## src/shared/fub_defines.vh

```
// Constants for the dual FIFO serial controller.
// Assumes inclusion by bare name from the core file.
`ifndef FUB_DEFINES_VH
`define FUB_DEFINES_VH
`define FUB_A_BUF 3'h0
`define FUB_A_IER 3'h1
`define FUB_A_IIR 3'h2
`define FUB_A_LCR 3'h3
`define FUB_A_MCR 3'h4
`define FUB_A_LSR 3'h5
`define FUB_A_MSR 3'h6
`define FUB_A_SCR 3'h7
`define FUB_IER_MASK 8'h87
`define FUB_IER_RDA 0
`define FUB_IER_THR 1
`define FUB_IER_RLS 2
`define FUB_IER_PROG_TX_EMPTY_IRQ_MODE 7
`define FUB_LCR_PEN 3
`define FUB_LCR_EPS 4
`define FUB_LCR_STB 2
`define FUB_LCR_BRK 6
`define FUB_LCR_DIVISOR_LATCH_ACCESS_BIT 7
`define FUB_FCR_EN 0
`define FUB_FCR_RXCLR 1
`define FUB_FCR_TXCLR 2
`define FUB_IIR_NONE 4'h1
`define FUB_IIR_RLS 4'h6
`define FUB_IIR_RDA 4'h4
`define FUB_IIR_TOUT 4'hc
`define FUB_IIR_THR 4'h2
`define FUB_IIR_FIFO 2'h3
`define FUB_RST8 8'h00
`define FUB_DEPTH 5'h10
`define FUB_LAST_TICK 4'hf
`define FUB_MID_TICK 4'h7
`define FUB_TOUT_TICKS 10'h280
`endif

```

## src/core/fub_top.v

```verilog
// Two identical serial controllers with 16-byte FIFOs and a 16x baud divisor.
// Assumes I_RXD comes from pins (synchronised inside) and a single 40 MHz clock.
// Overview of operation
// - Two independent identical controllers, each with own receive and transmit pins.
// - Each controller has a sixteen byte receive FIFO and transmit FIFO.
// - Line control sets character length, parity enable, parity sense, stop bits.
// - Bit rate is clock divided by sixteen times the divisor.
// - Divisor zero stops the baud generator; nothing is sent or received.
// - Divisor is zero after reset, so the link is idle until programmed.
// - With latch access set, buffer and enable addresses reach divisor bytes.
// - FIFO mode is off after reset; software should enable it.
// - Handshake lines exist internally only; no hardware flow control at pins.
// - Enabled events interrupt in order: error, data, timeout, transmit level.
// - Character timeout interrupt works only in FIFO mode.
// - Ident address reads pending source in bits 0-3, writes FIFO control.
// - Transmit trigger field picks threshold, 10 is quarter, FIFO mode only.
// - Programmable mode: transmit interrupt when FIFO at or below threshold.
`include "fub_defines.vh"
`default_nettype none

module fub_chan (
  input wire i_clk,          // System clock.
  input wire i_rst,          // Synchronous reset, high.
  input wire i_wr,           // Register write strobe.
  input wire i_rd,           // Register read strobe.
  input wire [2:0] i_addr,   // Register address.
  input wire [7:0] i_wdata,  // Write data.
  output reg [7:0] o_rdata,  // Read data, combinational.
  input wire i_rxd,          // Receive pin.
  output reg o_txd,          // Transmit pin.
  output reg o_irq           // Interrupt request.
);
  localparam S_IDLE = 5'h01;
  localparam S_START = 5'h02;
  localparam S_DATA = 5'h04;
  localparam S_PAR = 5'h08;
  localparam S_STOP = 5'h10;

  function [7:0] wmask;
    input [1:0] wls;
    begin
      wmask = {wls == 2'h3, wls >= 2'h2, wls != 2'h0, 5'h1f};
    end
  endfunction

  function [2:0] lastbit;
    input [1:0] wls;
    begin
      lastbit = {1'b0, wls} + 3'h4;
    end
  endfunction

  reg [7:0] dll_q, dlm_q, ier_q, lcr_q, mcr_q, scr_q;
  reg fifo_en_q;
  reg [1:0] tet_q, rtrig_q;
  reg [15:0] bcnt_q;
  reg tick_q;
  reg [7:0] txm [0:15];
  reg [7:0] rxm [0:15];
  reg [4:0] twp_q, trp_q, rwp_q, rrp_q;
  reg [4:0] ts_q, rs_q;
  reg [3:0] t16_q, r16_q;
  reg [2:0] tbit_q, rbit_q;
  reg tstop_q;
  reg [7:0] tsh_q, rsh_q;
  reg tpar_q, rpar_q, rhi_q, rx1_q, rx2_q;
  reg oe_q, pe_q, fe_q, bi_q;
  reg [9:0] to_q;
  reg tline;
  reg [3:0] iir;
  wire divisor_latch_access_bit = lcr_q[`FUB_LCR_DIVISOR_LATCH_ACCESS_BIT];
  wire [15:0] div = {dlm_q, dll_q};
  wire [4:0] tlev = twp_q - trp_q;
  wire [4:0] rlev = rwp_q - rrp_q;
  wire wr_buf = i_wr && i_addr == `FUB_A_BUF && !divisor_latch_access_bit;
  wire rd_buf = i_rd && i_addr == `FUB_A_BUF && !divisor_latch_access_bit;
  wire wr_fcr = i_wr && i_addr == `FUB_A_IIR;
  wire rd_lsr = i_rd && i_addr == `FUB_A_LSR;
  // Without FIFO mode each FIFO behaves as a single holding register.
  wire tx_full = fifo_en_q ? (tlev == `FUB_DEPTH) : (tlev != 5'h00);
  wire rx_full = fifo_en_q ? (rlev == `FUB_DEPTH) : (rlev != 5'h00);
  wire fen_chg = wr_fcr && (i_wdata[`FUB_FCR_EN] != fifo_en_q);
  wire tx_clr = wr_fcr && (i_wdata[`FUB_FCR_TXCLR] || fen_chg);
  wire rx_clr = wr_fcr && (i_wdata[`FUB_FCR_RXCLR] || fen_chg);
  wire tx_pop = tick_q && ts_q == S_IDLE && tlev != 5'h00;
  wire rx_done = tick_q && rs_q == S_STOP && r16_q == `FUB_LAST_TICK;
  wire rx_push = rx_done && !rx_full;
  wire rx_pop = rd_buf && rlev != 5'h00;
  wire [1:0] wls = lcr_q[1:0];
  wire pen = lcr_q[`FUB_LCR_PEN];
  wire eps = lcr_q[`FUB_LCR_EPS];
  wire [7:0] rdat = rsh_q & wmask(wls);
  wire brk = rdat == 8'h00 && !rx2_q && (!pen || !rpar_q);
  wire ferr = !rx2_q;
  wire perr = pen && (rpar_q != ((^rdat) ^ !eps));
  wire temt = ts_q == S_IDLE && tlev == 5'h00;
  wire tout = fifo_en_q && to_q == `FUB_TOUT_TICKS;
  reg [4:0] rthr, tthr;

  // Register writes; latch access redirects the two low addresses.
  always @(posedge i_clk)
  begin
    if (i_rst)
    begin
      dll_q <= `FUB_RST8;
      dlm_q <= `FUB_RST8;
      ier_q <= `FUB_RST8;
      lcr_q <= `FUB_RST8;
      mcr_q <= `FUB_RST8;
      scr_q <= `FUB_RST8;
      fifo_en_q <= 1'b0;
      tet_q <= 2'h0;
      rtrig_q <= 2'h0;
    end
    else if (i_wr)
    begin
      case (i_addr)
        `FUB_A_BUF: if (divisor_latch_access_bit) dll_q <= i_wdata;
        `FUB_A_IER:
        begin
          if (divisor_latch_access_bit)
            dlm_q <= i_wdata;
          else
            ier_q <= i_wdata & `FUB_IER_MASK;
        end
        `FUB_A_IIR:
        begin
          fifo_en_q <= i_wdata[`FUB_FCR_EN];
          tet_q <= i_wdata[5:4];
          rtrig_q <= i_wdata[7:6];
        end
        `FUB_A_LCR: lcr_q <= i_wdata;
        // Handshake bits are stored but never reach a pin.
        `FUB_A_MCR: mcr_q <= i_wdata;
        `FUB_A_SCR: scr_q <= i_wdata;
        default: scr_q <= scr_q;
      endcase
    end
  end

  // One tick per divisor period gives sixteen ticks per bit.
  always @(posedge i_clk)
  begin
    if (i_rst || div == 16'h0000)
    begin
      bcnt_q <= 16'h0000;
      tick_q <= 1'b0;
    end
    else if (bcnt_q >= div - 16'h0001)
    begin
      bcnt_q <= 16'h0000;
      tick_q <= 1'b1;
    end
    else
    begin
      bcnt_q <= bcnt_q + 16'h0001;
      tick_q <= 1'b0;
    end
  end

  // Transmit FIFO storage.
  always @(posedge i_clk)
  begin
    if (i_rst || tx_clr)
    begin
      twp_q <= 5'h00;
    end
    else if (wr_buf && !tx_full)
    begin
      txm[twp_q[3:0]] <= i_wdata;
      twp_q <= twp_q + 5'h01;
    end
  end

  // Transmitter: one state per frame field, sixteen ticks per bit.
  always @(posedge i_clk)
  begin
    if (i_rst || tx_clr)
    begin
      ts_q <= S_IDLE;
      trp_q <= 5'h00;
      t16_q <= 4'h0;
      tbit_q <= 3'h0;
      tstop_q <= 1'b0;
      tsh_q <= 8'h00;
      tpar_q <= 1'b0;
    end
    else if (tick_q)
    begin
      t16_q <= t16_q + 4'h1;
      case (ts_q)
        S_IDLE:
        begin
          t16_q <= 4'h0;
          if (tx_pop)
          begin
            tsh_q <= txm[trp_q[3:0]];
            tpar_q <= (^(txm[trp_q[3:0]] & wmask(wls))) ^ !eps;
            trp_q <= trp_q + 5'h01;
            ts_q <= S_START;
          end
        end
        S_START:
        begin
          if (t16_q == `FUB_LAST_TICK)
          begin
            tbit_q <= 3'h0;
            ts_q <= S_DATA;
          end
        end
        S_DATA:
        begin
          if (t16_q == `FUB_LAST_TICK)
          begin
            tsh_q <= {1'b0, tsh_q[7:1]};
            tbit_q <= tbit_q + 3'h1;
            if (tbit_q == lastbit(wls))
            begin
              tstop_q <= lcr_q[`FUB_LCR_STB];
              ts_q <= pen ? S_PAR : S_STOP;
            end
          end
        end
        S_PAR:
        begin
          if (t16_q == `FUB_LAST_TICK)
            ts_q <= S_STOP;
        end
        S_STOP:
        begin
          if (t16_q == `FUB_LAST_TICK)
          begin
            tstop_q <= 1'b0;
            if (!tstop_q)
              ts_q <= S_IDLE;
          end
        end
        default: ts_q <= S_IDLE;
      endcase
    end
  end

  always @*
  begin
    case (ts_q)
      S_START: tline = 1'b0;
      S_DATA: tline = tsh_q[0];
      S_PAR: tline = tpar_q;
      default: tline = 1'b1;
    endcase
  end

  // Receiver, fed from a two-stage synchroniser.
  always @(posedge i_clk)
  begin
    if (i_rst)
    begin
      rx1_q <= 1'b1;
      rx2_q <= 1'b1;
    end
    else
    begin
      rx1_q <= i_rxd;
      rx2_q <= rx1_q;
    end
  end

  always @(posedge i_clk)
  begin
    if (i_rst)
    begin
      rs_q <= S_IDLE;
      r16_q <= 4'h0;
      rbit_q <= 3'h0;
      rsh_q <= 8'h00;
      rpar_q <= 1'b0;
      rhi_q <= 1'b0;
    end
    else if (tick_q)
    begin
      r16_q <= r16_q + 4'h1;
      case (rs_q)
        S_IDLE:
        begin
          r16_q <= 4'h0;
          rsh_q <= 8'h00;
          // A held break must return high before another frame starts.
          if (rx2_q)
            rhi_q <= 1'b1;
          else if (rhi_q)
          begin
            rhi_q <= 1'b0;
            rs_q <= S_START;
          end
        end
        S_START:
        begin
          if (r16_q == `FUB_MID_TICK)
          begin
            r16_q <= 4'h0;
            rbit_q <= 3'h0;
            rs_q <= rx2_q ? S_IDLE : S_DATA;
          end
        end
        S_DATA:
        begin
          if (r16_q == `FUB_LAST_TICK)
          begin
            rsh_q[rbit_q] <= rx2_q;
            rbit_q <= rbit_q + 3'h1;
            if (rbit_q == lastbit(wls))
              rs_q <= pen ? S_PAR : S_STOP;
          end
        end
        S_PAR:
        begin
          if (r16_q == `FUB_LAST_TICK)
          begin
            rpar_q <= rx2_q;
            rs_q <= S_STOP;
          end
        end
        S_STOP:
        begin
          if (r16_q == `FUB_LAST_TICK)
            rs_q <= S_IDLE;
        end
        default: rs_q <= S_IDLE;
      endcase
    end
  end

  // Receive FIFO, sticky line errors and the character timeout.
  always @(posedge i_clk)
  begin
    if (i_rst || rx_clr)
    begin
      rwp_q <= 5'h00;
      rrp_q <= 5'h00;
      to_q <= 10'h000;
    end
    else
    begin
      if (rx_push)
      begin
        rxm[rwp_q[3:0]] <= rdat;
        rwp_q <= rwp_q + 5'h01;
      end
      if (rx_pop)
        rrp_q <= rrp_q + 5'h01;
      if (rx_push || rx_pop || rlev == 5'h00)
        to_q <= 10'h000;
      else if (tick_q && !tout)
        to_q <= to_q + 10'h001;
    end
  end

  // A new error in the same cycle as the status read stays set.
  always @(posedge i_clk)
  begin
    if (i_rst)
    begin
      oe_q <= 1'b0;
      pe_q <= 1'b0;
      fe_q <= 1'b0;
      bi_q <= 1'b0;
    end
    else
    begin
      oe_q <= (rx_done && rx_full) || (oe_q && !rd_lsr);
      pe_q <= (rx_done && perr) || (pe_q && !rd_lsr);
      fe_q <= (rx_done && ferr) || (fe_q && !rd_lsr);
      bi_q <= (rx_done && brk) || (bi_q && !rd_lsr);
    end
  end

  // Interrupt source selection in fixed priority.
  always @*
  begin
    case (rtrig_q)
      2'h0: rthr = 5'h01;
      2'h1: rthr = 5'h04;
      2'h2: rthr = 5'h08;
      default: rthr = 5'h0e;
    endcase
    case (tet_q)
      2'h0: tthr = 5'h00;
      2'h1: tthr = 5'h02;
      2'h2: tthr = 5'h04;
      default: tthr = 5'h08;
    endcase
    // Threshold only counts with FIFO mode; otherwise plain empty.
    if (!ier_q[`FUB_IER_PROG_TX_EMPTY_IRQ_MODE] || !fifo_en_q)
      tthr = 5'h00;
    if (!fifo_en_q)
      rthr = 5'h01;
    if (ier_q[`FUB_IER_RLS] && (oe_q || pe_q || fe_q || bi_q))
      iir = `FUB_IIR_RLS;
    else if (ier_q[`FUB_IER_RDA] && rlev >= rthr)
      iir = `FUB_IIR_RDA;
    else if (ier_q[`FUB_IER_RDA] && tout)
      iir = `FUB_IIR_TOUT;
    else if (ier_q[`FUB_IER_THR] && tlev <= tthr)
      iir = `FUB_IIR_THR;
    else
      iir = `FUB_IIR_NONE;
  end

  always @*
  begin
    case (i_addr)
      `FUB_A_BUF: o_rdata = divisor_latch_access_bit ? dll_q : rxm[rrp_q[3:0]];
      `FUB_A_IER: o_rdata = divisor_latch_access_bit ? dlm_q : ier_q;
      `FUB_A_IIR: o_rdata = {fifo_en_q ? `FUB_IIR_FIFO : 2'h0, 2'h0, iir};
      `FUB_A_LCR: o_rdata = lcr_q;
      `FUB_A_MCR: o_rdata = mcr_q;
      `FUB_A_LSR: o_rdata = {fifo_en_q && (pe_q || fe_q || bi_q), temt, tlev == 5'h00,
                              bi_q, fe_q, pe_q, oe_q, rlev != 5'h00};
      `FUB_A_SCR: o_rdata = scr_q;
      default: o_rdata = 8'h00;
    endcase
  end

  always @(posedge i_clk)
  begin
    if (i_rst)
    begin
      o_txd <= 1'b1;
      o_irq <= 1'b0;
    end
    else
    begin
      o_txd <= tline && !lcr_q[`FUB_LCR_BRK];
      o_irq <= iir != `FUB_IIR_NONE;
    end
  end
endmodule // fub_chan

module fub_top (
  input wire I_MCLK,         // 40 MHz system clock.
  input wire I_RST,          // Synchronous reset, high.
  input wire I_CH,           // Selects controller 0 or 1.
  input wire [2:0] I_ADDR,   // Register address.
  input wire I_WR,           // Write strobe, one cycle.
  input wire I_RD,           // Read strobe, one cycle.
  input wire [7:0] I_WDATA,  // Write data.
  output reg [7:0] O_RDATA,  // Read data, one cycle after I_RD.
  input wire [1:0] I_RXD,    // Receive pins per controller.
  output wire [1:0] O_TXD,   // Transmit pins, flop driven.
  output wire [1:0] O_IRQ    // Interrupts, flop driven.
);
  // Read data of controller g sits in byte g.
  wire [15:0] rdv;

  genvar g;
  generate
    for (g = 0; g < 2; g = g + 1)
    begin : g_ch
      fub_chan u_chan (
        .i_clk(I_MCLK),
        .i_rst(I_RST),
        .i_wr(I_WR && (I_CH == (g == 1))),
        .i_rd(I_RD && (I_CH == (g == 1))),
        .i_addr(I_ADDR),
        .i_wdata(I_WDATA),
        .o_rdata(rdv[8 * g + 7:8 * g]),
        .i_rxd(I_RXD[g]),
        .o_txd(O_TXD[g]),
        .o_irq(O_IRQ[g])
      );
    end
  endgenerate

  always @(posedge I_MCLK)
  begin
    if (I_RST)
      O_RDATA <= 8'h00;
    else if (I_RD)
      O_RDATA <= I_CH ? rdv[15:8] : rdv[7:0];
  end
endmodule // fub_top
`default_nettype wire

```

## config.mk

```make
export PLATFORM = sky130hd
export DESIGN_NAME = fub_top
export DESIGN_NICKNAME = d
export VERILOG_FILES = /design/src/core/fub_top.v
export VERILOG_INCLUDE_DIRS = /design/src /design/src/shared
export SDC_FILE = /design/constraint.sdc
export NUM_CORES = 1
export LEC_CHECK = 0
export ABC_AREA = 1
export BUFFER_PORTS_ARGS = -buffer_cell sky130_fd_sc_hd__buf_4
export CAP_MARGIN = 10
export CORE_MARGIN = 3
export CORE_UTILIZATION = 33
export CTS_CLUSTER_DIAMETER = 200
export DETAILED_ROUTE_END_ITERATION = 16
export PLACE_DENSITY_LB_ADDON = 0.3
export SLEW_MARGIN = 30
export SYNTH_ARGS = -nofsm -noshare
export SYNTH_HDL_FRONTEND = slang
export SYNTH_SLANG_ARGS = --single-unit
```

## constraint.sdc

```tcl
create_clock -name I_MCLK -period 8 [get_ports I_MCLK]
set_input_delay 0.4 -clock I_MCLK [delete_from_list [all_inputs] [get_ports I_MCLK]]
set_output_delay 0.4 -clock I_MCLK [all_outputs]
set_load 0.05 [all_outputs]
```

== Yosys cells after proc, flatten, opt, wreduce, memory -nomap -nowiden ==
Memories as Yosys holds them, arrays and structs flattened. A register that Yosys moved wholly into a read port is not among the register bits.
Cells that the tools add are included.
Word-level totals
  bits in registers: 304
  latch bits: 0
  bits in writable memories: 512
  memory bits (read-only): 0
  input port bits: 18
  output and inout port bits: 12
  word-level logic and storage cells: 556
  memories kept: 4
Operators by class
  add/subtract/negate cells: 28
  multiply operators: 0
  div/mod/pow operators: 0
  magnitude comparators: 12
  equality and inequality tests: 86
  shift operators: 0
  muxes and demuxes: 133
  bitwise logic cells: 11
  reduce and logical (&&, ||, !) cells: 209
Memory list
  g_ch[0].u_chan.rxm: words 16, bits a word 8, rd ports 1, clocked after memory_dff 1, wr ports 1, RTL line fub_top.v:59  | reg [7:0] rxm [0:15];
  g_ch[0].u_chan.txm: words 16, bits a word 8, rd ports 1, clocked after memory_dff 1, wr ports 1, RTL line fub_top.v:58  | reg [7:0] txm [0:15];
  g_ch[1].u_chan.rxm: words 16, bits a word 8, rd ports 1, clocked after memory_dff 1, wr ports 1, RTL line fub_top.v:59
  g_ch[1].u_chan.txm: words 16, bits a word 8, rd ports 1, clocked after memory_dff 1, wr ports 1, RTL line fub_top.v:58
Operators by type and width (count)
  5-bit two-way mux: 30
  8-bit one-hot mux with 7 select lines: 2
  5-bit one-hot mux with 5 select lines: 4
  4-bit two-way mux: 22
  8-bit two-way mux: 11
  1-bit logical AND: 78
  8-bit one-hot mux with 2 select lines: 4
  4-bit one-hot mux with 3 select lines: 4
  2-bit by 1-bit inequality test with 1-bit output, second input constant: 22
  5-bit by 1-bit adder with 5-bit output, second input constant: 8
  5-bit == test, second input constant: 8
  1-bit logical OR: 36
  3-bit AND reduction: 12
  16-bit by 1-bit adder with 16-bit output, second input constant: 2
  8-bit bitwise AND: 4
  16-bit >= comparator: 2
  16-bit zero test: 2
  8-bit AND reduction: 4
  8-bit parity: 4
  16-bit by 1-bit subtractor with 16-bit output, second input constant: 2
  3-bit two-way mux: 10
  1-bit two-way mux: 28
  1-bit zero test: 24
  3-bit one-hot mux with 2 select lines: 4
  other kinds (44): 152

== Logic depth before layout (Yosys ltp) ==
Gate-level depths: netlist of run 1.
  depth after elaboration: 11
  gate-level depth with buffers: 19
  gate-level depth less buffers: 19

== Hierarchy ==
Synthesis of run 1 repeated with hierarchy kept, for this count alone.
Second synthesis, totals
  cell total of the unflattened synthesis: 4187
  area total of the unflattened synthesis: 38588.3 um2
Modules (own cells, without submodules)
  fub_chan at g_ch[1].u_chan: times used 1, cells an instance 2089, area each 19112.1 um2, sequential area each 10810.4 um2
  fub_chan at g_ch[0].u_chan: times used 1, cells an instance 2029, area each 19029.5 um2, sequential area each 10810.4 um2
  fub_top: times used 1, cells an instance 69, area each 446.7 um2, sequential area each 160.2 um2

== Worst setup path after synthesis of run 1 ==
No wires, ideal clock.
  path kind: register to register
  from: register g_ch[1].u_chan.twp_q[0]
  to: memory g_ch[1].u_chan.txm[11][0], enable pin
  library setup time: 0.395 ns
  data arrival time: 2.770 ns
  required time: 7.605 ns
  slack: 4.836 ns
  cell stages (with the launch flop): 12
  buffers on the path: 1
  clock period less this slack: 3.164 ns
  path through: dfxtp_1 > inv_1 > ha_1 > inv_1 > fa_1 > nand3_1 > nand2_1 > xor2_1 > o21ai_0 > nand4_1 > buf_2 > nor4_1
Between the ends
  cells in the longest elaborated chain, start to end: 8
  elaborated cells between the ends (all ways): 9
  those cells by class: 1 x add/sub; 1 x eq/ne; 4 x mux; 3 x reduce/logical
Ends and longest elaborated chain
  start: declaration: RTL line fub_top.v:60  | reg [4:0] twp_q, trp_q, rwp_q, rrp_q;
  start signal: assignment: RTL line fub_top.v:171  | twp_q <= twp_q + 5'h01;
  5-bit subtractor: RTL line fub_top.v:73  | wire [4:0] tlev = twp_q - trp_q;
  5-bit == test (no source line) or 5-bit nonzero test (tied branches)
  1-bit two-way mux: RTL line fub_top.v:80  | wire tx_full = fifo_en_q ? (tlev == `FUB_DEPTH) : (tlev != 5'h00);
  1-bit zero test: RTL line fub_top.v:168  | else if (wr_buf && !tx_full)
  1-bit logical AND: RTL line fub_top.v:168
  1-bit two-way mux: RTL line fub_top.v:168
  1-bit two-way mux: RTL line fub_top.v:164  | if (i_rst || tx_clr)
  1-bit two-way mux (implied by the code): RTL line fub_top.v:170  | txm[twp_q[3:0]] <= i_wdata;
  end: declaration: RTL line fub_top.v:58
Several ways; a longest one is shown, not always the timed one.

== Worst setup path after layout of run 1 ==
  from: register g_ch[1].u_chan.twp_q[0]
  to: memory g_ch[1].u_chan.txm[14][7], enable pin
Same word-level chain as after synthesis.

==> metrics.md, run 1 <==
| Metric | Value |
|---|---|
| Fmax | `264 MHz` |
| Pwr Density | `210 nW/um^2` |
| Setup violators final | `0` |
| Synthesis-stage register bit count | `832` |
| Synth top area cells | `edfxtp_1 (40%), dfxtp_1 (17%), nand2_1 (6.2%)` |
| Asr flop ratio synth | `0%` |
| Number of max-cap violations | `0` |
| CP arrival | `4040 ps` |
| Layout net count | `4209` |
| Crit start category | `flop` |
| Worst setup EP type | `flop` |
| Slowest-stage cell, CP | `nor2_1` |
| RD Place Congestion | `0.882` |
| Clock skew | `30.3 ps` |
| RSZ-0062 raised after global routing | `false` |
| Path depth of the worst reg2reg path | `12` |
| Min-delay src | `I_RST` |
| Synth area leader | `edfxtp_1` |
| Drc violations | `0` |
| Initial DRC Count | `2543` |
| Max Slew Vio Count | `0` |
| Die Wd | `345 um` |
| Worst R2R Setup Slack | `4220 ps` |
| Leak | `15.8 nW` |
| Final hold vios | `0` |
| Total track usage | `16.3%` |
| DIE AREA | `119000 sq um` |
| Vias in the first global route | `27.2k` |
| Worst flop-to-flop path endpoint | `g_ch[1].u_chan.txm[14][7]` |
| Required @ worst endpoint | `8260 ps` |
| Avg WL per Cell | `17.8 um` |
| Cells on Worst Hold Path | `2` |
| Pre-Repair DR Iteration Count | `6` |
| Most frequent cells in the layout | `nand2_1 (631), nor2_1 (546), edfxtp_1 (512)` |
| Sequential area share after synthesis | `57.3%` |
| Proportion of layout cells with a drive suffix above 1 | `6.60%` |
| R2R Path Start | `g_ch[1].u_chan.twp_q[0]` |
| Syn avg cell area | `9.27 sq um` |
| Top fanout value on the critical path | `15` |
| Post-Syn Instances | `4101` |
| Clock transition at path regs | `60 ps` |
| DPL Wire Length | `65700 um` |
| CTS max path bufs | `3` |
| # port buffers | `29` |
| Prevailing post-synth register cell | `edfxtp_1` |
| Post-route clock period utilization | `47.3%` |
| Post-DR vias/cell | `5.04` |
| Worst VDD drop | `0.000139 V` |
| End of the worst hold path | `g_ch[0].u_chan.rbit_q[1]` |
| Post-cts gate resize count | `0` |
| Post-DRT Antenna Nets | `0` |
| Global-route wire length before repair | `156000 um` |
| Total internal power | `0.00705 W` |
| Initial Utilization | `33.5%` |
| Mapped cell area | `38000 sq um` |
| Setup TNS | `0 ps` |
| Sw power | `0.00189 W` |
| Slew @ Worst Pin | `949 ps` |
| Post-synth EDFFs | `512` |
| Filler cells | `11.3k` |
| Post-CTS setup repair buffer count | `0` |
| FP Rows | `123` |
| Via count of the routed design | `28.5k` |
| WL final | `101000 um` |
| Area growth syn-to-layout | `12.1%` |
| Logic pwr share | `2.1%` |
| Hold crit path type | `input pin to flop` |
| Slowest Stage Delay on Critical Path | `600 ps` |
| Worst-skew pair later-pin latency | `660 ps` |
| Pin count of the biggest net entering global routing | `74` |
| Syn Nets | `4229` |
| Sequential Power Share | `50.8%` |
| H-tree depth | `3` |
| I/O pin count | `30` |
| Antenna fix cells | `0` |
| Critical path buffers and inverters | `2` |
| CTS tree | `yes` |
| Ys Warns | `0` |
| CTS Root Cell | `clkbuf_16` |
| GRT Residual Overflow | `0` |
| Tmin final | `3780 ps` |
| Most common cell after layout, fill and taps aside | `nand2_1` |
| Core area | `113000 sq um` |
| Switching Fraction | `21.1%` |
| Pre-CTS setup slack | `4100 ps` |
| Synth top area share | `40.4%` |
| Max_slew headroom | `36.6%` |
| Setup CP Type | `flop to flop` |
| Clock share of power | `47.1%` |
| Num Clock Sinks | `832` |
| Critical path, cell by cell | `inv_1, ha_1, inv_1, fa_1, nand3_1, nand2_1, xor2_1, o21ai_0, nand4_1, nor2_1, nand2_1, nor2_1` |
| CTS Buf Count | `91` |
| Crit path max-delay family | `simple AND/OR/NAND/NOR gates` |
| Setup WS post-layout | `4220 ps` |
| Synth cell types | `65` |
| Antenna violations before repair | `1` |
| Outcome | `finished, final reports clean` |
| Die Y | `345 um` |
## routing by layer
layer | GRT usage (%) | share of wire (%) | up-vias | wire length [um]
met4 | 5.35 | 2.9 | 0 | 2900
met3 | 2.50 | 5.5 | 187 | 5540
met2 | 26.3 | 46 | 777 | 46200
li1 | - | - | 14000 | -
met1 | 22.6 | 46 | 13500 | 46300
met5 | 0 | 0 | - | 0
## Yosys cell counts (26+ instances only)
| cell type | instances |
|---|---|
| inv_1 | 402 |
| nand3_1 | 267 |
| nand2_1 | 632 |
| a211oi_1 | 33 |
| buf_2 | 42 |
| edfxtp_1 | 512 |
| a21oi_1 | 260 |
| dfxtp_1 | 320 |
| nor3_1 | 80 |
| o21ai_0 | 414 |
| o221ai_1 | 43 |
| nand4_1 | 36 |
| nor2_1 | 546 |
| ha_1 | 106 |
| clkbuf_1 | 103 |
| o211ai_1 | 38 |
| o22ai_1 | 26 |
| xor2_1 | 58 |
## cell type report
cell class	count	area, sq um	share of cell area, %
repair buffers	56	425	0.998
clock buffers	126	2570	6.04
multi-input cells	2679	14000	32.7
inverters	421	1590	3.72
well taps	1500	1880	4.40
flip-flops and latches	832	21800	51.1
clock inverters	40	419	0.983
## through the flow
step	utilization [%]	power, W	cells	hold slack [ps]	instance area (sq um)
detailed placement	34.9	0.00482	5486	395	39600
global placement	34.9	0.00482	5486	392	39500
CTS	37.6	0.00904	5654	6.49	42600
finish	37.6	0.00894	5654	49.0	42600
floorplan	-	0.00473	4101	389	38000
global route	37.6	0.00922	5654	44.2	42600
## how the worst max path moves through the flow
stage                                        from                        end  slack, ps  cells after the start
final                     g_ch[1].u_chan.twp_q[0]  g_ch[1].u_chan.txm[14][7]       4220                     12
after global routing      g_ch[1].u_chan.twp_q[0]   g_ch[1].u_chan.txm[5][0]       3820                     13
after CTS                 g_ch[1].u_chan.trp_q[0]   g_ch[1].u_chan.txm[5][2]       4190                     12
after detailed placement               I_WDATA[0]   g_ch[0].u_chan.rxm[4][3]       4100                      9
after global placement                 I_WDATA[0]   g_ch[0].u_chan.rxm[4][0]       4190                      9
after floorplan           g_ch[1].u_chan.twp_q[0]  g_ch[1].u_chan.txm[11][0]       4840                     11
## registers in the layout (all words and copies together) (netlist names), 10 cells and up, named ones only
signal	count
g_ch.u_chan.tsh_q	16
g_ch.u_chan.txm	256
g_ch.u_chan.rxm	256
g_ch.u_chan.rs_q	10
g_ch.u_chan.ts_q	10
g_ch.u_chan.twp_q	10
g_ch.u_chan.dll_q	16
g_ch.u_chan.rsh_q	16
g_ch.u_chan.to_q	20
g_ch.u_chan.scr_q	16
g_ch.u_chan.mcr_q	16
g_ch.u_chan.trp_q	10
g_ch.u_chan.dlm_q	16
g_ch.u_chan.lcr_q	16
g_ch.u_chan.rwp_q	10
g_ch.u_chan.bcnt_q	32
g_ch.u_chan.rrp_q	10
## power by group through the flow
stage	Sequential [W]	Clock (W)	Combinational (W)
CTS	0.00455	0.00431	0.000185
finish	0.00455	0.00421	0.000186
global placement	0.00464	0	0.000182
global route	0.00455	0.00447	0.000201
detailed placement	0.00464	0	0.000183
floorplan	0.00464	0	0.0000906
## logic make-up (layout without fill, tap and decap cells)
kind of cell	count (synthesis)	in the layout	synth area share, %
AO/OA/AOI/OAI	859	859	12.6
XOR/XNOR	81	81	1.87
adder cells (fa/ha/maj)	110	110	3.70
buffers and inverters	590	643	6.22
flip-flops	832	832	57.3
AND/OR/NAND/NOR	1629	1629	18.3
## what timing repair did
| item | CTS | global route |
|---|---|---|
| setup endpoints to repair | 0 | 0 |
| hold buffers | 2 | 0 |
| hold endpoints to repair | 2 | 0 |
Power figures use the tool's default switching activity.
==> run 2: changes to the inputs <==
==> constraint.sdc (replaced) <==
create_clock -name I_MCLK -period 3.3 [get_ports I_MCLK]
set_input_delay 0.165 -clock I_MCLK [delete_from_list [all_inputs] [get_ports I_MCLK]]
set_output_delay 0.165 -clock I_MCLK [all_outputs]
set_load 0.05 [all_outputs]
==> run 2 against run 1 <==
- non-clock buffer count up 118
- via count up 1.1%
- cell count up 2.2%
- setup slack worse by 4000 ps
- maximum frequency up 25%
- register-to-register slack worse by 4000 ps
- clock skew down 5.4 ps
- utilization up 0.97 points
- hold slack better by 11 ps
- highest routed layer is now met5
- routed wire length down 0.54%
- sequential power up 140%
- first-iteration DRC count down 11%
- critical path type unchanged
==> metrics.md, run 2 (synthesized netlist as in run 1, its figures left out) <==
| Metric | Value |
|---|---|
| Post-DRT Antenna Nets | `0` |
| Worst VDD drop | `0.000408 V` |
| Pin count of the biggest net entering global routing | `72` |
| Most common cell after layout, fill and taps aside | `nand2_1` |
| Initial DRC Count | `2263` |
| Slowest Stage Delay on Critical Path | `450 ps` |
| H-tree depth | `3` |
| Path depth of the worst reg2reg path | `13` |
| Placed Area | `40500 sq um` |
| Setup CP Type | `flop to flop` |
| Avg WL per Cell | `17.4 um` |
| Final hold vios | `0` |
| Vias in the first global route | `27.8k` |
| Worst setup path start | `g_ch[0].u_chan.rwp_q[0]` |
| Drc violations | `0` |
| Crit path top cell by count | `nand2_1` |
| Pre-Repair DR Iteration Count | `6` |
| R2R Path Start | `g_ch[0].u_chan.rwp_q[0]` |
| CP arrival | `3400 ps` |
| Clock skew | `24.9 ps` |
| Worst R2R Setup Slack | `270 ps` |
| Post-route cell area | `43700 sq um` |
| Initial Utilization | `33.5%` |
| Slew @ Worst Pin | `858 ps` |
| Register area | `21800 sq um` |
| CTS Root Cell | `clkbuf_16` |
| Global-route wire length before repair | `156000 um` |
| Worst-skew pair later-pin latency | `670 ps` |
| Fmax | `330 MHz` |
| Proportion of layout cells with a drive suffix above 1 | `8.94%` |
| DIE AREA | `119000 sq um` |
| Finished Layout Cells | `5779` |
| Setup violators final | `0` |
| Slowest-stage cell, CP | `fa_1` |
| Post-DR vias/cell | `4.99` |
| Multi-input logic area | `13900 sq um` |
| Most frequent cells in the layout | `nand2_1 (632), nor2_1 (544), edfxtp_1 (512)` |
| Max_slew headroom | `42.5%` |
| GRT Residual Overflow | `0` |
| Total track usage | `16.3%` |
| Filler cells | `11.2k` |
| Die Wd | `345 um` |
| Outcome | `finished, final reports clean` |
| CTS Buf Count | `92` |
| RD Place Congestion | `0.875` |
| Core area | `113000 sq um` |
| Clock transition at path regs | `60 ps` |
| Max Slew Vio Count | `0` |
| Hold crit path type | `input pin to flop` |
| # port buffers | `29` |
| Number of max-cap violations | `0` |
| Die Y | `345 um` |
| Worst flop-to-flop path endpoint | `g_ch[0].u_chan.rxm[8][3]` |
| Pwr Density | `506 nW/um^2` |
| Antenna violations before repair | `5` |
| Critical path, cell by cell | `inv_1, ha_1, fa_1, nand3b_1, nand2_1, xor2_1, or2_4, nand2_1, nand2_1, nor2_2, nand2_1, nor2_1, buf_4` |
| DPL Wire Length | `66600 um` |
| Area growth syn-to-layout | `15.0%` |
| Num Clock Sinks | `832` |
| CTS max path bufs | `3` |
| Cells on Worst Hold Path | `4` |
| Placed cells | `5599` |
| Tmin final | `3030 ps` |
| Layout net count | `4328` |
| WL final | `100000 um` |
| CTS tree | `yes` |
| Worst setup EP type | `flop` |
| Via count of the routed design | `28.8k` |
| Leak | `16.5 nW` |
| Top fanout value on the critical path | `8` |
| Required @ worst endpoint | `3670 ps` |
| Crit start category | `flop` |
| Post-layout util | `38.5%` |
| Post-route clock period utilization | `92.0%` |
| CP endpoint | `g_ch[0].u_chan.rxm[8][3]` |
| FP Rows | `123` |
| I/O pin count | `30` |
## run 2: cell types whose count changed in the layout (fill, tap and decap cells not counted), moves of 5 or more
cell           before  now
nor3_2             19    9
buf_4              54  162
clkinv_2           21   11
buf_12              0    5
dlygate4sd3_1       2    7
nor3_1             69   78
## run 2: cell type report
class | instances | share of cell area [%]
flip-flops and latches | 832 | 49.8
multi-input cells | 2679 | 31.9
clock buffers | 126 | 5.92
well taps | 1500 | 4.29
inverters | 421 | 3.62
repair buffers | 174 | 3.17
clock inverters | 43 | 1.29
diodes | 4 | 0.0229
## run 2: what timing repair did
item / 4_1_cts / 5_1_grt
setup endpoints to repair: 0 / 108
hold buffers: 7 / 0
endpoints found under the hold margin: 17 / 0
gates resized for setup: 0 / 7
setup buffers: 0 / 0
## run 2: stage by stage
| step | power, W | setup TNS (ps) | hold WS [ps] | setup slack (ps) |
|---|---|---|---|---|
| finish | 0.0221 | 0 | 60.0 | 266 |
| global route | 0.0228 | -4.07 | 69.7 | -4.07 |
| CTS | 0.0224 | 0 | 14.1 | 193 |
| detailed placement | 0.0117 | 0 | 353 | 187 |
| global placement | 0.0117 | 0 | 353 | 254 |
| floorplan | 0.0115 | 0 | 264 | 136 |
## run 2: worst min-delay path by stage
stage,start,to,slack (ps)
floorplan,I_WDATA[0],g_ch[0].u_chan.txm[0][0],260
global placement,I_RXD[0],g_ch[0].u_chan.rx1_q,350
detailed placement,I_RXD[0],g_ch[0].u_chan.rx1_q,350
CTS,I_WR,g_ch[1].u_chan.fifo_en_q,10
global route,I_WDATA[3],g_ch[1].u_chan.txm[15][3],70
finish,I_WR,g_ch[1].u_chan.fifo_en_q,60
## run 2: critical path: cells and delay by family (launching register included)
| kind | cells | cell delay, ps |
|---|---|---|
| xor gates and xnor gates | 1 | 90 |
| buffers and inverters | 2 | 290 |
| and+or+nand+nor | 8 | 1300 |
| adders and majority gates | 2 | 690 |
| DFF | 1 | 350 |
## run 2: routing by layer
layer / wire length [um] / global-route usage [%] / share of wire (%) / vias up
met5: 13 / 0 / 0.013 / -
met4: 2700 / 5.33 / 2.7 / 2
met3: 5240 / 2.31 / 5.2 / 176
met2: 45500 / 26.2 / 45 / 730
met1: 46900 / 22.6 / 47 / 13700
li1: - / - / - / 14300
## run 2: power by group
part / total [W] / switching [W] / internal, W
sequential: 0.0110 / 0.0000315 / 0.0110
clock: 0.0106 / 0.00432 / 0.00632
combinational: 0.000475 / 0.000360 / 0.000114
total: 0.0221 / 0.00471 / 0.0174
==> run 3: changes to the inputs <==
--- a/config.mk
+++ b/config.mk
@@ -8,7 +8,9 @@
 export LEC_CHECK = 0
 export ABC_AREA = 1
 export BUFFER_PORTS_ARGS = -buffer_cell sky130_fd_sc_hd__buf_4
-export CAP_MARGIN = 10
+export CELL_PAD_IN_SITES_DETAIL_PLACEMENT = 0
+export CELL_PAD_IN_SITES_GLOBAL_PLACEMENT = 1
+export CORE_ASPECT_RATIO = 0.9
 export CORE_MARGIN = 3
 export CORE_UTILIZATION = 33
 export CTS_CLUSTER_DIAMETER = 200
==> run 3 against run 2 <==
- combinational power up 4.4%
- die area about the same
- hold slack better by 8.9 ps
- maximum frequency down 0.21%
- routed wire length up 6.3%
- via count about the same
- cell count about the same
- sequential share of layout area about the same
- non-clock buffer count up 5
- clock-buffer cell count down 5
- first-iteration DRC count up 3.2%
- largest power group unchanged
==> metrics.md, run 3 (synthesized netlist as in run 1, its figures left out) <==
| Metric | Value |
|---|---|
| Outcome | `finished, final reports clean` |
| Pwr Density | `507 nW/um^2` |
| Total track usage | `17.7%` |
| Crit path top cell by count | `inv_1` |
| Crit start category | `flop` |
| Max_slew headroom | `47.6%` |
| Slowest-stage cell, CP | `fa_1` |
| Avg WL per Cell | `18.5 um` |
| CTS max path bufs | `3` |
| WL final | `107000 um` |
| Required @ worst endpoint | `3670 ps` |
| Final hold vios | `0` |
| Most common cell after layout, fill and taps aside | `nand2_1` |
| Filler cells | `11.3k` |
| FP Rows | `117` |
| Clock skew | `22.4 ps` |
| Worst VDD drop | `0.000324 V` |
| Most frequent cells in the layout | `nand2_1 (628), nor2_1 (543), edfxtp_1 (512)` |
| DIE AREA | `119000 sq um` |
| # port buffers | `29` |
| RD Place Congestion | `0.822` |
| Fmax | `329 MHz` |
| Pin count of the biggest net entering global routing | `95` |
| Critical path buffers and inverters | `4` |
| Max Slew Vio Count | `0` |
| Worst setup EP type | `flop` |
| Sw power | `0.00478 W` |
| Post-CTS setup repair buffer count | `0` |
| CTS Root Cell | `clkbuf_16` |
| Post-layout util | `38.5%` |
| RSZ-0062 raised after global routing | `true` |
| DR WL met2 | `45500 um` |
| Max Used Layer | `met4` |
| Vias in the first global route | `27.6k` |
| Post-route cell area | `43800 sq um` |
| Post-route clock period utilization | `92.1%` |
| Critical path, cell by cell | `inv_1, ha_1, inv_1, fa_1, xor2_1, nor2_1, nand2_1, nor2_4, a21oi_1, nor3_4, inv_1, nor2_2, nand2_1, nor2_1, buf_4` |
| Slowest Stage Delay on Critical Path | `450 ps` |
| Pre-CTS setup slack | `152 ps` |
| I/O pin count | `30` |
| DPL Wire Length | `71200 um` |
| Worst R2R Setup Slack | `260 ps` |
| Clock transition at path regs | `60 ps` |
| Antenna violations before repair | `0` |
| Post-DR vias/cell | `5.00` |
| CP arrival | `3410 ps` |
| Setup violators final | `0` |
| Logic pwr share | `2.2%` |
| Die Y | `328 um` |
| Leak | `16.6 nW` |
| Tmin final | `3040 ps` |
| Total internal power | `0.0174 W` |
| GRT Residual Overflow | `0` |
| Area growth syn-to-layout | `15.1%` |
| Die Wd | `364 um` |
| Initial DRC Count | `2335` |
| Core area | `114000 sq um` |
| Clock share of power | `48.0%` |
| Antenna fix cells | `0` |
| Worst-skew pair later-pin latency | `670 ps` |
| Drc violations | `0` |
| Met3 routed WL | `5540 um` |
| Initial Utilization | `33.4%` |
| Layout net count | `4335` |
| Setup WS post-layout | `259 ps` |
| Pre-Repair DR Iteration Count | `5` |
| Hold crit path type | `input pin to flop` |
| CTS Buf Count | `94` |
| Setup CP Type | `flop to flop` |
| Switching Fraction | `21.6%` |
| Placed Area | `40500 sq um` |
| Post-DRT Antenna Nets | `0` |
| Proportion of layout cells with a drive suffix above 1 | `9.21%` |
| Num Clock Sinks | `832` |
| Sequential Power Share | `49.7%` |
| H-tree depth | `3` |
| Via count of the routed design | `28.8k` |
| Multi-input logic area | `14000 sq um` |
| Final hold slack | `68.9 ps` |
| Number of max-cap violations | `0` |
| CTS tree | `yes` |
| Register area | `21800 sq um` |
| Wl on met1 | `53100 um` |
| Top fanout value on the critical path | `8` |
| Global-route wire length before repair | `165000 um` |
| Slew @ Worst Pin | `786 ps` |
| Crit path max-delay family | `simple AND/OR/NAND/NOR gates` |
## run 3: timing repair
item / 4_1_cts / 5_1_grt
hold buffers: 7 / 0
resized for setup: 0 / 18
hold endpoints to repair: 42 / 0
setup endpoints to repair: 0 / 151
## run 3: path summary, 6_finish.rpt
kind                                                  end  cells past startpoint                     from
worst max-delay path            g_ch[0].u_chan.txm[13][4]                     15  g_ch[0].u_chan.twp_q[0]
worst min-delay path             g_ch[1].u_chan.fifo_en_q                      5                I_ADDR[2]
worst max register to register  g_ch[0].u_chan.txm[13][4]                     15  g_ch[0].u_chan.twp_q[0]
worst min register to register       g_ch[0].u_chan.rx2_q                      1     g_ch[0].u_chan.rx1_q
## run 3: power groups by stage
| stage | clock network [W] | registers (W) | logic [W] |
|---|---|---|---|
| final | 0.0106 | 0.0110 | 0.000496 |
| after global routing | 0.0113 | 0.0110 | 0.000537 |
| after CTS | 0.0109 | 0.0110 | 0.000494 |
| after detailed placement | 0 | 0.0112 | 0.000487 |
| after global placement | 0 | 0.0112 | 0.000487 |
| after floorplan | 0 | 0.0112 | 0.000220 |
## run 3: metal layers
metal | track usage (%) | up-vias
met2 | 26.3 | 651
met3 | 2.67 | 145
li1 | - | 14300
met4 | 5.18 | 0
met1 | 26.6 | 13800
met5 | 0 | -
## run 3: cell type report
class                      instances  share of cell area, %
timing repair buffer             179                   3.25
multi-input combinational       2679                   31.9
clock inverter                    55                   1.36
inverter                         421                   3.62
tap                             1487                   4.25
sequential                       832                   49.8
clock buffer                     121                   5.84
## run 3: worst register-to-register path, stage by stage (launching register included)
cell	delay (ps)
dfxtp_1	340
inv_1	130
ha_1	160
inv_1	60
fa_1	450
xor2_1	190
nor2_1	90
nand2_1	110
nor2_4	100
a21oi_1	70
nor3_4	160
inv_1	110
nor2_2	150
nand2_1	260
nor2_1	170
buf_4	190
## run 3: through the flow
stage,total power (W),cells,setup TNS [ps]
after floorplan,0.0115,4101,0
after detailed placement,0.0117,5591,0
final,0.0222,5774,0
after global placement,0.0117,5591,0
after global routing,0.0229,5774,-346
after CTS,0.0224,5774,0
